## src/rcs_pkg.sv

```systemverilog
// package for the rotate/subtract execution datapath: widths, bit positions,
// reset values and the operation codes handed over by the instruction decoder.
// assumes one 20 MHz instruction clock and an active-low asynchronous reset.
`default_nettype none

package rcs_pkg;

  localparam int unsigned DATA_W   = 8;
  localparam int unsigned MSB      = 7;   // sign bit / rotate fill position
  localparam int unsigned LSB      = 0;   // bit shifted out into carry
  localparam int unsigned NIB_W    = 4;   // low nibble for half borrow
  localparam logic [7:0]  WORK_RST = 8'h00;
  localparam logic        FLAG_RST = 1'b0;

  // one-cycle operation request from the decoder
  typedef enum logic [2:0] {
    RCS_OP_NONE     = 3'h0,
    RCS_OP_ROT_WORK = 3'h1,   // rot_right_flag_to_work
    RCS_OP_SBC_MEM  = 3'h2,   // subtract_with_borrow, memory operand
    RCS_OP_SBC_IMM  = 3'h3,   // subtract_with_borrow, immediate operand
    RCS_OP_SBC_TO_M = 3'h4    // subtract_with_borrow_to_memory
  } rcs_op_t;

endpackage

`default_nettype wire

```

## src/rcs_sub_if.sv

```systemverilog
// interface between the datapath top and its subtract unit.
// assumes both ends sit in the same clock domain; purely combinational wires.
`default_nettype none

interface rcs_sub_if;
  import rcs_pkg::*;

  logic [DATA_W-1:0] minuend;
  logic [DATA_W-1:0] subtrahend;
  logic              carry_in;       // carry flag, borrow is its complement
  logic [DATA_W-1:0] difference;
  logic              carry_out;      // inverted borrow
  logic              half_borrow;
  logic              signed_wrap;
  logic              signed_borrow;

  modport unit (input minuend, input subtrahend, input carry_in,
                output difference, output carry_out, output half_borrow,
                output signed_wrap, output signed_borrow);
  modport user (output minuend, output subtrahend, output carry_in,
                input difference, input carry_out, input half_borrow,
                input signed_wrap, input signed_borrow);
endinterface

`default_nettype wire

```

## src/rcs_sub_unit.sv

```systemverilog
// combinational subtract-with-borrow unit: difference and arithmetic flags.
// assumes the caller registers every result it keeps.
`default_nettype none

module rcs_sub_unit
  import rcs_pkg::*;
(
  rcs_sub_if.unit sif
);

  logic [DATA_W:0]  wide_diff;
  logic [NIB_W:0]   nib_diff;
  logic [DATA_W:0]  borrow_wide;
  logic [NIB_W:0]   borrow_nib;

  // nine-bit subtract so the borrow falls out of the top bit
  always_comb begin
    borrow_wide        = {{DATA_W{1'b0}}, ~sif.carry_in};
    borrow_nib         = {{NIB_W{1'b0}}, ~sif.carry_in};
    wide_diff          = {1'b0, sif.minuend} - {1'b0, sif.subtrahend} - borrow_wide;
    nib_diff           = {1'b0, sif.minuend[NIB_W-1:0]} - {1'b0, sif.subtrahend[NIB_W-1:0]} - borrow_nib;
    sif.difference     = wide_diff[DATA_W-1:0];
    sif.carry_out      = ~wide_diff[DATA_W];       // negative clears carry
    sif.half_borrow    = nib_diff[NIB_W];          // borrow out of low nibble
    // operands of unlike sign and a result whose sign left the minuend's
    sif.signed_wrap    = (sif.minuend[MSB] ^ sif.subtrahend[MSB]) & (wide_diff[MSB] ^ sif.minuend[MSB]);
    // true signed less-than: sign corrected by overflow
    sif.signed_borrow  = wide_diff[MSB] ^ sif.signed_wrap;
  end

endmodule

`default_nettype wire

```

## src/rcs_alu.sv

```systemverilog
// execution datapath for rotate-right-through-carry into the working register
// and the subtract-with-borrow family, with the status flags they touch.
// assumes the decoder issues at most one op per clock as a one-cycle pulse and
// presents the memory operand in the same cycle; memory writes are one cycle later.
`default_nettype none

module rcs_alu
  import rcs_pkg::*;
(
  input  wire logic              clk,
  input  wire logic              rst_n,
  input  wire logic              op_valid,
  input  wire rcs_op_t           op_code,
  input  wire logic [DATA_W-1:0] mem_operand,
  input  wire logic [DATA_W-1:0] imm_operand,
  output logic [DATA_W-1:0]      working_register,
  output logic                   carry_flag,
  output logic                   zero_flag,
  output logic                   signed_wrap_flag,
  output logic                   half_borrow_flag,
  output logic                   signed_borrow_flag,
  output logic                   borrow_and_nil_flag,
  output logic                   mem_wr_en,
  output logic [DATA_W-1:0]      mem_wr_data
);

  rcs_sub_if sub_bus ();

  logic [DATA_W-1:0] work_reg;
  logic [DATA_W-1:0] work_next;
  logic              carry_reg;
  logic              carry_next;
  logic              zero_reg;
  logic              zero_next;
  logic              wrap_reg;
  logic              wrap_next;
  logic              half_reg;
  logic              half_next;
  logic              sgn_reg;
  logic              sgn_next;
  logic              cz_reg;
  logic              cz_next;
  logic              wr_en_reg;
  logic              wr_en_next;
  logic [DATA_W-1:0] wr_data_reg;
  logic [DATA_W-1:0] wr_data_next;

  logic              is_rot;
  logic              is_sub;
  logic [DATA_W-1:0] rot_value;
  logic              diff_zero;

  rcs_sub_unit u_sub (
    .sif (sub_bus)
  );

  // decode; an unknown code is treated as no operation
  assign is_rot = op_valid && (op_code == RCS_OP_ROT_WORK);
  assign is_sub = op_valid && ((op_code == RCS_OP_SBC_MEM) || (op_code == RCS_OP_SBC_IMM) ||
                               (op_code == RCS_OP_SBC_TO_M));

  // subtract operands: the immediate variant swaps in the instruction field
  assign sub_bus.minuend    = work_reg;
  assign sub_bus.subtrahend = (op_code == RCS_OP_SBC_IMM) ? imm_operand : mem_operand;
  assign sub_bus.carry_in   = carry_reg;
  assign diff_zero          = (sub_bus.difference == WORK_RST);

  // rotate right through carry: old carry sampled before it is replaced
  assign rot_value = {carry_reg, mem_operand[MSB:LSB+1]};

  // next-state for the working register, flags and the memory write port
  always_comb begin
    work_next    = work_reg;
    carry_next   = carry_reg;
    zero_next    = zero_reg;
    wrap_next    = wrap_reg;
    half_next    = half_reg;
    sgn_next     = sgn_reg;
    cz_next      = cz_reg;
    wr_en_next   = 1'b0;
    wr_data_next = wr_data_reg;
    if (is_rot) begin
      work_next  = rot_value;
      carry_next = mem_operand[LSB];
    end else if (is_sub) begin
      carry_next = sub_bus.carry_out;
      zero_next  = diff_zero;
      wrap_next  = sub_bus.signed_wrap;
      half_next  = sub_bus.half_borrow;
      sgn_next   = sub_bus.signed_borrow;
      // chained zero: set only when this difference is zero and the previous zero flag is set
      cz_next    = diff_zero & zero_reg;
      if (op_code == RCS_OP_SBC_TO_M) begin
        wr_en_next   = 1'b1;
        wr_data_next = sub_bus.difference;
      end else begin
        work_next    = sub_bus.difference;
      end
    end
  end

  // state registers only
  always_ff @(posedge clk or negedge rst_n) begin
    if (!rst_n) begin
      work_reg    <= WORK_RST;
      carry_reg   <= FLAG_RST;
      zero_reg    <= FLAG_RST;
      wrap_reg    <= FLAG_RST;
      half_reg    <= FLAG_RST;
      sgn_reg     <= FLAG_RST;
      cz_reg      <= FLAG_RST;
      wr_en_reg   <= 1'b0;
      wr_data_reg <= WORK_RST;
    end else begin
      work_reg    <= work_next;
      carry_reg   <= carry_next;
      zero_reg    <= zero_next;
      wrap_reg    <= wrap_next;
      half_reg    <= half_next;
      sgn_reg     <= sgn_next;
      cz_reg      <= cz_next;
      wr_en_reg   <= wr_en_next;
      wr_data_reg <= wr_data_next;
    end
  end

  // all outputs straight from flops so the core sees no decode glitches
  assign working_register    = work_reg;
  assign carry_flag          = carry_reg;
  assign zero_flag           = zero_reg;
  assign signed_wrap_flag    = wrap_reg;
  assign half_borrow_flag    = half_reg;
  assign signed_borrow_flag  = sgn_reg;
  assign borrow_and_nil_flag = cz_reg;
  assign mem_wr_en           = wr_en_reg;
  assign mem_wr_data         = wr_data_reg;

  // helpers read only by the checks below, built independently of the datapath
  logic [DATA_W-1:0] chk_mem_hi;
  logic              chk_mem_lsb;
  logic [DATA_W-1:0] chk_operand;
  logic              chk_ge;
  logic              chk_nib_lt;
  logic [DATA_W-1:0] chk_diff;
  logic              chk_wrap;
  logic [DATA_W+1:0] chk_sdiff;
  assign chk_mem_hi  = {1'b0, mem_operand[MSB:LSB+1]};
  assign chk_mem_lsb = mem_operand[LSB];
  assign chk_operand = (op_code == RCS_OP_SBC_IMM) ? imm_operand : mem_operand;
  assign chk_ge      = ({1'b0, work_reg} >= ({1'b0, chk_operand} + {{DATA_W{1'b0}}, ~carry_reg}));
  // nibble borrow, plain difference, and a sign-extended difference whose top bit is the true sign;
  // the extra two bits keep the signed result from wrapping, so no overflow correction is needed
  assign chk_nib_lt  = ({1'b0, work_reg[NIB_W-1:0]} < ({1'b0, chk_operand[NIB_W-1:0]} + {{NIB_W{1'b0}}, ~carry_reg}));
  assign chk_diff    = work_reg - chk_operand - {{MSB{1'b0}}, ~carry_reg};
  assign chk_wrap    = (work_reg[MSB] != chk_operand[MSB]) && (chk_diff[MSB] != work_reg[MSB]);
  assign chk_sdiff   = {{2{work_reg[MSB]}}, work_reg} - {{2{chk_operand[MSB]}}, chk_operand}
                       - {{(DATA_W+1){1'b0}}, ~carry_reg};

  // every check looks one cycle after the op edge; reset masks them all
  a_rot_high_bit: assert property (@(posedge clk) disable iff (!rst_n)
    is_rot |=> working_register[MSB] == $past(carry_flag)) else $error("rotate fill bit wrong");
  a_rot_low_bits: assert property (@(posedge clk) disable iff (!rst_n)
    is_rot |=> {1'b0, working_register[MSB-1:0]} == $past(chk_mem_hi)) else $error("rotate low bits wrong");
  a_rot_carry_in: assert property (@(posedge clk) disable iff (!rst_n)
    is_rot |=> carry_flag == $past(chk_mem_lsb)) else $error("rotate carry wrong");
  a_rot_keeps_rest: assert property (@(posedge clk) disable iff (!rst_n)
    is_rot |=> !mem_wr_en && $stable(zero_flag) && $stable(signed_wrap_flag) && $stable(half_borrow_flag)
               && $stable(signed_borrow_flag) && $stable(borrow_and_nil_flag))
    else $error("rotate touched memory or flags");
  a_sbc_mem_work: assert property (@(posedge clk) disable iff (!rst_n)
    (op_valid && op_code == RCS_OP_SBC_MEM) |=>
      working_register == $past(working_register) - $past(mem_operand) - {{MSB{1'b0}}, ~$past(carry_flag)})
    else $error("memory subtract result wrong");
  a_sbc_imm_work: assert property (@(posedge clk) disable iff (!rst_n)
    (op_valid && op_code == RCS_OP_SBC_IMM) |=>
      working_register == $past(working_register) - $past(imm_operand) - {{MSB{1'b0}}, ~$past(carry_flag)})
    else $error("immediate subtract result wrong");
  a_sbc_to_mem: assert property (@(posedge clk) disable iff (!rst_n)
    (op_valid && op_code == RCS_OP_SBC_TO_M) |=> mem_wr_en && $stable(working_register) &&
      mem_wr_data == $past(working_register) - $past(mem_operand) - {{MSB{1'b0}}, ~$past(carry_flag)})
    else $error("subtract to memory wrong");
  a_sbc_carry: assert property (@(posedge clk) disable iff (!rst_n)
    is_sub |=> carry_flag == $past(chk_ge)) else $error("subtract carry wrong");
  a_sbc_zero: assert property (@(posedge clk) disable iff (!rst_n)
    (op_valid && op_code != RCS_OP_SBC_TO_M) && is_sub |=> zero_flag == (working_register == WORK_RST))
    else $error("subtract zero flag wrong");
  a_idle_holds: assert property (@(posedge clk) disable iff (!rst_n)
    !op_valid |=> $stable(working_register) && $stable(carry_flag) && $stable(zero_flag) && !mem_wr_en)
    else $error("state changed without an op");

  // arithmetic flags of every subtract variant, and the refused codes
  a_sbc_half_flag: assert property (@(posedge clk) disable iff (!rst_n)
    is_sub |=> half_borrow_flag == $past(chk_nib_lt)) else $error("subtract half borrow wrong");
  a_sbc_wrap_flag: assert property (@(posedge clk) disable iff (!rst_n)
    is_sub |=> signed_wrap_flag == $past(chk_wrap)) else $error("subtract signed wrap wrong");
  a_sbc_sign_flag: assert property (@(posedge clk) disable iff (!rst_n)
    is_sub |=> signed_borrow_flag == $past(chk_sdiff[DATA_W+1])) else $error("subtract signed borrow wrong");
  a_sbc_chain_zero: assert property (@(posedge clk) disable iff (!rst_n)
    is_sub |=> borrow_and_nil_flag == (($past(chk_diff) == WORK_RST) && $past(zero_flag)))
    else $error("subtract chained zero wrong");
  a_to_mem_zero: assert property (@(posedge clk) disable iff (!rst_n)
    (op_valid && op_code == RCS_OP_SBC_TO_M) |=> zero_flag == (mem_wr_data == WORK_RST)) else $error("memory zero wrong");
  a_wr_from_op: assert property (@(posedge clk) disable iff (!rst_n)
    mem_wr_en |-> $past(op_valid && op_code == RCS_OP_SBC_TO_M)) else $error("memory write without its op");
  a_bad_code_holds: assert property (@(posedge clk) disable iff (!rst_n)
    (op_valid && !is_rot && !is_sub) |=> $stable(working_register) && $stable(carry_flag) && $stable(zero_flag)
      && $stable(borrow_and_nil_flag) && !mem_wr_en) else $error("refused code changed state");

endmodule

`default_nettype wire

```

## config.mk

```make
export PLATFORM = sky130hd
export DESIGN_NAME = rcs_alu
export DESIGN_NICKNAME = d
export VERILOG_FILES = /design/src/rcs_pkg.sv /design/src/rcs_sub_if.sv /design/src/rcs_sub_unit.sv /design/src/rcs_alu.sv
export SDC_FILE = /design/constraint.sdc
export NUM_CORES = 1
export LEC_CHECK = 0
export BUFFER_PORTS_ARGS = -buffer_cell sky130_fd_sc_hd__buf_2
export CAP_MARGIN = 10
export CORE_ASPECT_RATIO = 0.9
export CORE_MARGIN = 5
export CORE_UTILIZATION = 53
export CTS_BUF_LIST = sky130_fd_sc_hd__clkbuf_16
export CTS_CLUSTER_DIAMETER = 60
export DETAILED_ROUTE_END_ITERATION = 8
export PLACE_DENSITY = 0.84
export SYNTH_ARGS = -nofsm -noshare
export SYNTH_HDL_FRONTEND = slang
export SYNTH_HIERARCHICAL = 1
export SYNTH_SLANG_ARGS = --single-unit
```

## constraint.sdc

```tcl
create_clock -name clk -period 2.9 [get_ports clk]
set_input_delay 0.145 -clock clk [delete_from_list [all_inputs] [get_ports clk]]
set_output_delay 0.145 -clock clk [all_outputs]
set_load 0.005 [all_outputs]
```

==> results of run 1 <==
[power by group through the flow]
stage	Sequential (mW)	Clock, mW	Combinational (mW)
3_3_place_gp	0.562	0	1.91
6_report	0.570	0.306	2.06
4_1_cts	0.572	0.309	2.02
5_1_grt	0.592	0.325	2.24
3_5_place_dp	0.574	0	1.98
2_1_floorplan	0.575	0	1.23
[cell type report]
cell class,count,area [µm²],share of cell area [%]
Clock buffer,3,75.1,3.34
Inverter,23,86.3,3.84
Timing Repair Buffer,63,369,16.4
Tap cell,42,52.6,2.34
Multi-Input combinational cell,104,1090,48.3
Clock inverter,1,5.00,0.222
Sequential cell,23,576,25.6
[flip-flops by register name, indices dropped and copies added (netlist names)]
register             cells
mem_wr_data              8
working_register         8
borrow_and_nil_flag      1
carry_flag               1
half_borrow_flag         1
mem_wr_en                1
signed_borrow_flag       1
signed_wrap_flag         1
zero_flag                1
[metrics by stage]
stage               total power, mW  util [%]  area [µm²]
finish                         2.93      72.2        2250
global route                   3.16      72.2        2250
CTS                            2.90      71.6        2230
detailed placement             2.55      68.7        2140
global placement               2.47      68.7        2140
floorplan                      1.80         -        1760
[cells in the mapped netlist]
library cell  instances  area, µm²
a21o_1                1       7.51
a21oi_1               3       15.0
xnor2_1               3       26.3
and2b_4               1       10.0
a21oi_2               1       8.76
a31o_2                1       8.76
ha_1                 14        175
xnor2_2               1       16.3
nand2_4               1       11.3
inv_1                23       86.3
clkbuf_8              1       13.8
nand2b_1              2       12.5
nor2_1                8       30.0
nand3b_1              3       22.5
mux2_2               25        282
nand4b_1              1       8.76
and3b_1               1       8.76
nor4bb_2              1       16.3
nand2_1               5       18.8
mux2_1                7       78.8
nor3b_4               1       18.8
nor4bb_1              1       10.0
mux2_4                5       75.1
mux2i_1               1       10.0
nand4_1               1       6.26
buf_2                 1       5.00
a221o_1               1       10.0
a211oi_1              1       7.51
or4_1                 2       15.0
and4bb_4              1       16.3
buf_6                 1       11.3
fa_1                  2       40.0
o311a_1               1       10.0
xor2_1                4       35.0
a2111oi_4             1       27.5
dfrtp_1              23        576
o311ai_1              1       8.76
o21ai_0               1       5.00
o21ai_1               1       5.00
[logic make-up after synthesis]
kind of cell,count (synthesis),share of synthesized area (%)
AND/OR/NAND/NOR,29,11.7
XOR/XNOR,8,4.44
adder cells (fa/ha/maj),16,12.3
AO/OA/AOI/OAI,13,6.51
multiplexers,38,25.5
flip-flops,23,32.9
buffers and inverters,26,6.65
[what timing repair did]
action | in CTS | in global routing
hold buffers | 1 | 0
setup endpoints to repair | 0 | 2
setup buffers | 0 | 0
hold endpoints to repair | 23 | 0
gates resized for setup | 0 | 5
[metal layers]
layer | track usage [%] | up-vias | share of wire, %
met3 | 4.79 | 6 | 5.7
met5 | 0 | - | 0
li1 | - | 661 | -
met1 | 24.1 | 697 | 43
met4 | 8.22 | 0 | 1.5
met2 | 34.5 | 43 | 49
[path summary, 6_finish.rpt]
path                                            startpoint                               to  slack, ns  depth (start not counted)
hold reg to reg               signed_wrap_flag$_DFFE_PN0P_     signed_wrap_flag$_DFFE_PN0P_       0.49                          1
setup reg to reg           working_register[0]$_DFFE_PN0P_  borrow_and_nil_flag$_DFFE_PN0P_       0.16                         11
min in group asynchronous                            rst_n  working_register[3]$_DFFE_PN0P_       0.40                          2
hold / removal                              mem_operand[0]           carry_flag$_DFFE_PN0P_       0.14                          2
max in group asynchronous                            rst_n     signed_wrap_flag$_DFFE_PN0P_       2.14                          2
setup / recovery                                op_code[2]     signed_wrap_flag$_DFFE_PN0P_       0.12                         13
==> reports/results.ini, run 1 <==
[status]
status=finished, final reports clean

[timing]
max_slew.worst_pin.slew_ns=0.586
finalSetupViolCount=0
fin_ws_ns=0.116
skew_ns=0.00188
fmax_ghz=0.359
finalHoldViolCount=0
max_slew_margin_pct=60.9
rsz0062_at_grt=false
whs_ns=0.139
min_period_ns=2.78
fin_tns_setup_ns=0
min_period_over_period_pct=96.0
drv_slew=0

[drt]
num_vias=1407
post-route-drc-count=0
postRouteAntennaNets=0
firstDrtPassIters=4
routed_wirelength_um=4340
routedWlPerCell_um=16.7
viasPerCell=5.43
dr.first_iter.drc_count=54

[synth]
syn_area_per_cell_um2=11.4
synth_warnings=6
ys_ff_latch=23
ys_seq_area_share_pct=32.9
netlist_area_mm2=0.00175
synth_nets=191
syn_inst=153
synth.distinct_cells=39

[finish]
nets=256
drive_gt1_share_pct=51.2
n_antenna_cell=0
mostFrequentLayoutCells=buf_2, mux2_2, dfrtp_1, inv_1, buf_4
fill_cells=216
final_common_cell=buf_2
instances_no_fill=259
area_growth_pct=28.6

[clock_network]
root_buffer=clkbuf_16
cts_tree=built
clkTransAtPathRegs_ns=0.06
cts_sinks=23
htree_levels=1
clock_path_buffers=2
insertion_delay_ns=0.26
cts_buffers=3

[die]
dieArea_mm2=0.00455
dieWidth_um=70.6
initial_utilization_pct=56.2
die_h_um=64.5
num_rows=19
coreArea_mm2=0.00311
io_pins=45

[power]
p_sw_mw=1.18
switching_share_pct=40.2
internal-power_mw=1.75
max-vdd-ir-drop_mv=0.825
combPwrFrac_pct=70.1
p_leak_nw=1.14
power_density_mw_per_mm2=1300
clock_power_share_pct=10.4
power_frac_seq_pct=19.4

[critical_path]
critPathMaxStageDelay_ns=0.33
crit_type=in -> reg
crit_chain=buf_2, nand3b_1, buf_6, mux2_2, ha_1, inv_1, ha_1, a21oi_1, nor2_1, a2111oi_4, xnor2_2, mux2_4, mux2_1
cp_num_buf_inv=3
required_ns=3.04
worstSetupEndpointType=register
cp_top_family=multiplexers
slowest_stage=ha_1
cp_max_fo=7
worstPathArrival_ns=2.93
cpMostUsedCell=ha_1
cp-start-kind=input port

[grt]
grt_pass1_wl_um=7310
first_global_vias=1549
gr-usage-all-layers_pct=20.0
grt_start_max_net_pins=24
antenna_found_initial=0
grt_overflow=0

[placement]
port_buffers=44
dp.cells=254
hpwlAfterDp_um=3280
gp_congestion=0.872
dp_slack_ns=-0.189

[min_path]
holdCritPathClass=in -> reg

[flow_run]
cap_violations=0

(Power assumes the default switching activity.)
==> run 2: changes to the inputs <==
clock period = 3.2 ns   (was 2.9 ns; I/O delays follow)
==> run 2 against run 1 <==
Compared with the run above:
- power shrank 16%
- flip-flop and latch count unchanged
- global-route usage shrank 1.3 points
- count of clock-buffer cells in the layout is the same
- largest power group unchanged
- critical endpoint unchanged
- cell count down 3.9%
- first-iteration DRC count rose by 30%
- hold slack better by 0.021 ns
==> reports/results.ini, run 2 (synthesized netlist as in run 1, its figures left out) <==
[status]
status=finished, final reports clean

[clock_network]
insertion_delay_ns=0.25  ; about the same
clkTransAtPathRegs_ns=0.06  ; about the same
htree_levels=1  ; unchanged
cts_tree=built
cts_buffers=3  ; unchanged
root_buffer=clkbuf_16
clock_path_buffers=2  ; unchanged
cts_sinks=23  ; unchanged
cts_setup_buffers=0  ; unchanged

[grt]
grt_overflow=0  ; unchanged
gr-usage-all-layers_pct=18.7  ; -1.3 points
first_global_vias=1442  ; -6.9%
antenna_found_initial=0  ; unchanged
grt_pass1_wl_um=6800  ; -7.0%
grt_start_max_net_pins=24  ; unchanged

[die]
die_h_um=64.5  ; unchanged
dieArea_mm2=0.00455  ; unchanged
io_pins=45  ; unchanged
coreArea_mm2=0.00311  ; unchanged
num_rows=19  ; unchanged
dieWidth_um=70.6  ; unchanged
initial_utilization_pct=56.2  ; unchanged

[critical_path]
cp_max_fo=7  ; unchanged
cpMostUsedCell=ha_1
slowest_stage=a2111oi_4
worstSetupEndpointType=register
cp_top_family=multiplexers
worstPathArrival_ns=3.05  ; +0.12 ns
crit_chain=buf_2, nand3b_1, buf_4, mux2_2, ha_1, inv_1, ha_1, nand4_1, a21oi_2, a2111oi_4, xnor2_2, mux2_4, mux2_1
required_ns=3.33  ; +0.29 ns
critPathMaxStageDelay_ns=0.37  ; +0.04 ns
cp_num_buf_inv=3  ; unchanged
cp-start-kind=input port
crit_type=in -> reg

[flow_run]
cap_violations=0  ; unchanged

[finish]
seq_area_um2=576  ; unchanged
fill_cells=240  ; +11%
n_antenna_cell=0  ; unchanged
multi_input_area_mm2=0.00106  ; -2.6%
final_common_cell=buf_2
drive_gt1_share_pct=45.9  ; -5.3 points
mostFrequentLayoutCells=buf_2, mux2_2, dfrtp_1, inv_1, ha_1
nets=246  ; -3.9%
area_growth_pct=22.5
final_util_pct=68.8  ; -3.5 points

[timing]
max_slew_margin_pct=66.0  ; +5.1 points
finalHoldViolCount=0  ; unchanged
drv_slew=0  ; unchanged
fmax_ghz=0.343
skew_ns=0.00479  ; +0.00291 ns
min_period_over_period_pct=91.1
fin_tns_setup_ns=0  ; unchanged
min_period_ns=2.92
finalSetupViolCount=0  ; unchanged
fin_ws_ns=0.284  ; +0.168 ns
max_slew.worst_pin.slew_ns=0.510  ; -0.0754 ns
rsz0062_at_grt=false

[power]
power_density_mw_per_mm2=1150  ; -12%
max-vdd-ir-drop_mv=0.644  ; -22%
power_mw=2.47  ; -16%
p_leak_nw=1.09  ; -5.0%

[drt]
firstDrtPassIters=4  ; unchanged
viasPerCell=5.33  ; -1.9%
routedWlPerCell_um=16.0  ; -4.3%
postRouteAntennaNets=0  ; unchanged
post-route-drc-count=0  ; unchanged
dr.first_iter.drc_count=70  ; +30%
num_vias=1327  ; -5.7%
routed_wirelength_um=3990  ; -8.0%

[placement]
gp_congestion=0.835  ; -4.2%
dp_slack_ns=0.0343  ; +0.223 ns
hpwlAfterDp_um=3200  ; -2.5%
port_buffers=44  ; unchanged

[min_path]
holdCritPathClass=in -> reg

## run 2: worst paths after layout
check | cells past startpoint | slack (ns) | endpoint | start
hold reg to reg | 1 | 0.49 | signed_borrow_flag$_DFFE_PN0P_ | signed_borrow_flag$_DFFE_PN0P_
max in group asynchronous | 2 | 2.44 | zero_flag$_DFFE_PN0P_ | rst_n
setup / recovery | 13 | 0.28 | signed_wrap_flag$_DFFE_PN0P_ | op_code[1]
min in group asynchronous | 2 | 0.41 | borrow_and_nil_flag$_DFFE_PN0P_ | rst_n
setup reg to reg | 10 | 0.36 | zero_flag$_DFFE_PN0P_ | working_register[0]$_DFFE_PN0P_
hold / removal | 2 | 0.16 | carry_flag$_DFFE_PN0P_ | mem_operand[0]
## run 2: cell type report
| type | count | area share (%) |
|---|---|---|
| Multi-Input combinational cell | 104 | 49.4 |
| Sequential cell | 23 | 26.9 |
| Timing Repair Buffer | 53 | 13.6 |
| Inverter | 23 | 4.03 |
| Clock buffer | 3 | 3.50 |
| Tap cell | 42 | 2.45 |
| Clock inverter | 1 | 0.234 |
## run 2: through the flow
stage | cell area [µm²] | hold slack (ns) | cells
finish | 2140 | 0.159 | 249
global route | 2140 | 0.179 | 249
floorplan | 1750 | -0.136 | 153
global placement | 2050 | 0.151 | 244
CTS | 2140 | 0.156 | 249
detailed placement | 2050 | 0.170 | 244
## run 2: power by group
part	internal, mW	switching (mW)
sequential	0.423	0.0905
combinational	0.862	0.822
clock	0.168	0.101
## run 2: repair_timing
action,CTS,global route
hold buffers,1,0
setup endpoints to repair,0,0
gates resized for setup,0,0
endpoints found under the hold margin,23,0
## run 2: per-layer routing
metal | track usage, % | vias to the layer above | routed length, µm
li1 | - | 648 | -
met1 | 23.0 | 630 | 1740
met2 | 32.2 | 43 | 1950
met3 | 5.41 | 6 | 257
met4 | 5.16 | 0 | 42
met5 | 0 | - | 0
## run 2: worst reg2reg max path: stages (launching register included)
cell,delay [ns]
dfrtp_1,0.37
inv_1,0.08
fa_1,0.46
fa_1,0.44
nand2_1,0.13
a21oi_1,0.09
o21ai_1,0.26
xor2_1,0.13
or4_1,0.53
nor2_1,0.15
mux2_2,0.16
==> run 3: changes to the inputs <==
--- a/config.mk
+++ b/config.mk
@@ -10,9 +10,9 @@
 export CORE_ASPECT_RATIO = 0.9
 export CORE_MARGIN = 5
-export CORE_UTILIZATION = 53
+export CORE_UTILIZATION = 50
 export CTS_BUF_LIST = sky130_fd_sc_hd__clkbuf_16
 export CTS_CLUSTER_DIAMETER = 60
 export DETAILED_ROUTE_END_ITERATION = 8
-export PLACE_DENSITY = 0.84
+export PLACE_DENSITY = 0.8
 export SYNTH_ARGS = -nofsm -noshare
 export SYNTH_HDL_FRONTEND = slang
==> constraint.sdc (replaced) <==
create_clock -name clk -period 3.2 [get_ports clk]
set_input_delay 0.64 -clock clk [delete_from_list [all_inputs] [get_ports clk]]
set_output_delay 0.64 -clock clk [all_outputs]
set_load 0.005 [all_outputs]
==> run 3 against run 2 <==
Compared with the run above:
- the flow now finishes with violations (setup timing)
- sequential power up 2%
- power up 26%
- count of clock-buffer cells in the layout unchanged
- clock power about the same
- maximum frequency down 12%
- worst setup slack worse by 0.40 ns
- critical path type unchanged
- critical endpoint is now borrow_and_nil_flag$_DFFE_PN0P_
- highest routed layer unchanged
==> reports/results.ini, run 3 (synthesized netlist as in run 1, its figures left out) <==
[timing]
min_period_over_period_pct=104  ; +13 points
fin_tns_setup_ns=-0.472  ; -0.472 ns
finalSetupViolCount=6  ; +6
max_slew.worst_pin.slew_ns=0.563  ; +0.0523 ns
fin_ws_ns=-0.118  ; -0.402 ns
drv_slew=0  ; unchanged
finalHoldViolCount=0  ; unchanged
max_slew_margin_pct=62.5  ; -3.5 points
fmax_ghz=0.301  ; -12%
min_period_ns=3.32  ; +0.402 ns
skew_ns=0.00223  ; -0.00257 ns
rsz0062_at_grt=true

[finish]
nets=269  ; +9.3%
instances_no_fill=274  ; +10%
final_common_cell=buf_2
mostFrequentLayoutCells=buf_2, buf_4, dfrtp_1
drive_gt1_share_pct=60.0  ; +14 points
n_antenna_cell=0  ; unchanged
final_util_pct=72.8  ; +4.0 points
area_growth_pct=40.6

[grt]
grt_pass1_wl_um=7020  ; +3.4%
first_global_vias=1508  ; +4.6%
grt_overflow=0  ; unchanged
gr-usage-all-layers_pct=19.1  ; +0.46 points
antenna_found_initial=0  ; unchanged
grt_start_max_net_pins=24  ; unchanged

[critical_path]
required_ns=3.40  ; +0.07 ns
cp-start-kind=input port
reg2reg_slack_ns=0.50  ; +0.14 ns
regToRegStartpoint=carry_flag$_DFFE_PN0P_
worstPathArrival_ns=3.51  ; +0.46 ns
cp_max_fo=5  ; -2
r2r_end=borrow_and_nil_flag$_DFFE_PN0P_
crit_type=in -> reg
worstSetupEndpointType=register
rr_worst_depth=12  ; +2

[clock_network]
cts_tree=built
root_buffer=clkbuf_16
cts_buffers=3  ; unchanged
cts_sinks=23  ; unchanged
clock_path_buffers=2  ; unchanged
htree_levels=1  ; unchanged
hold_buffers=0  ; -1
insertion_delay_ns=0.25  ; about the same
clkTransAtPathRegs_ns=0.06  ; about the same

[die]
initial_utilization_pct=51.8  ; -4.4 points
coreArea_mm2=0.00338  ; +8.5%
dieWidth_um=72.3  ; +2.5%
num_rows=20  ; +1
die_h_um=66.1  ; +2.5%
io_pins=45  ; unchanged
dieArea_mm2=0.00478  ; +5.1%

[drt]
routedWlPerCell_um=16.2  ; +0.94%
post-route-drc-count=0  ; unchanged
dr.first_iter.drc_count=43  ; -39%
firstDrtPassIters=4  ; unchanged
postRouteAntennaNets=0  ; unchanged
num_vias=1403  ; +5.7%
routed_wirelength_um=4430  ; +11%
viasPerCell=5.12  ; -3.9%

[power]
max-vdd-ir-drop_mv=0.699  ; +8.5%
power_density_mw_per_mm2=1270  ; +10%
p_leak_nw=1.22  ; +12%

[placement]
port_buffers=44  ; unchanged
hpwlAfterDp_um=3260  ; +2.0%
dp.cells=264  ; +8.2%
gp_congestion=0.914  ; +9.5%

[min_path]
holdCritPathClass=in -> async

[status]
failed_checks=setup timing
status=complete, but fails checks

[flow_run]
cap_violations=0  ; unchanged

-- run 3: cell count changes in the layout (fill, tap and decap cells not counted), sizes merged --
cell / previous run / this run
buf: 52 / 76
dlygate4sd3: 1 / 0
-- run 3: worst max-delay path by stage --
stage                                            to  slack (ns)  cells past startpoint  startpoint
finish              borrow_and_nil_flag$_DFFE_PN0P_       -0.12                     14  op_code[2]
global route        borrow_and_nil_flag$_DFFE_PN0P_       -0.20                     15  op_code[2]
CTS                 borrow_and_nil_flag$_DFFE_PN0P_       -0.14                     15  op_code[2]
detailed placement     signed_wrap_flag$_DFFE_PN0P_       -0.58                     13  op_code[2]
global placement       signed_wrap_flag$_DFFE_PN0P_       -0.48                     13  op_code[2]
floorplan           borrow_and_nil_flag$_DFFE_PN0P_       -0.17                     13  op_code[2]
-- run 3: per-layer routing --
layer	global-route usage, %	part of all wire [%]	wire [µm]	vias up
met5	0	0	0	-
met1	23.8	46	2020	669
met3	3.65	4.9	219	4
met2	34.2	49	2160	41
li1	-	-	-	689
met4	3.99	0.68	30	0
-- run 3: layout make-up --
type	instances	area, µm²
inverter	23	86.3
clock buffer	3	75.1
tap	44	55.1
sequential	23	576
clock inverter	1	5.00
fill	241	920
multi-input combinational	104	1190
timing repair buffer	76	470
-- run 3: worst max-delay path, stage by stage --
cell and delay (ns):
buf_6 0.09, nand3b_1 0.16, buf_4 0.16, buf_4 0.14, mux2_2 0.27, ha_1 0.28, inv_1 0.12, ha_4 0.23
a21oi_1 0.24, o21ai_2 0.11, xor2_1 0.19, or4_1 0.58, nor2_2 0.15, a31o_2 0.15
-- run 3: metrics by stage --
step | power, mW | hold WS [ns] | setup WS (ns) | instance area (µm²)
6_report | 3.12 | 0.346 | -0.118 | 2460
3_5_place_dp | 2.47 | 0.471 | -0.583 | 2220
2_1_floorplan | 1.65 | 0.344 | -0.168 | 1780
5_1_grt | 3.33 | 0.399 | -0.199 | 2460
3_3_place_gp | 2.43 | 0.464 | -0.482 | 2220
4_1_cts | 2.99 | 0.370 | -0.136 | 2400
-- run 3: repair_timing --
action / in CTS / in global routing
pin swaps: 2 / 1
setup buffers: 4 / 2
resized for setup: 13 / 6
endpoints found under the setup margin: 9 / 10
-- run 3: power breakdown --
part	total, mW	switching (mW)	internal, mW	leakage [nW]
Combinational	2.33	0.972	1.36	0.895
Clock	0.269	0.101	0.168	0.0409
Sequential	0.522	0.0997	0.423	0.281
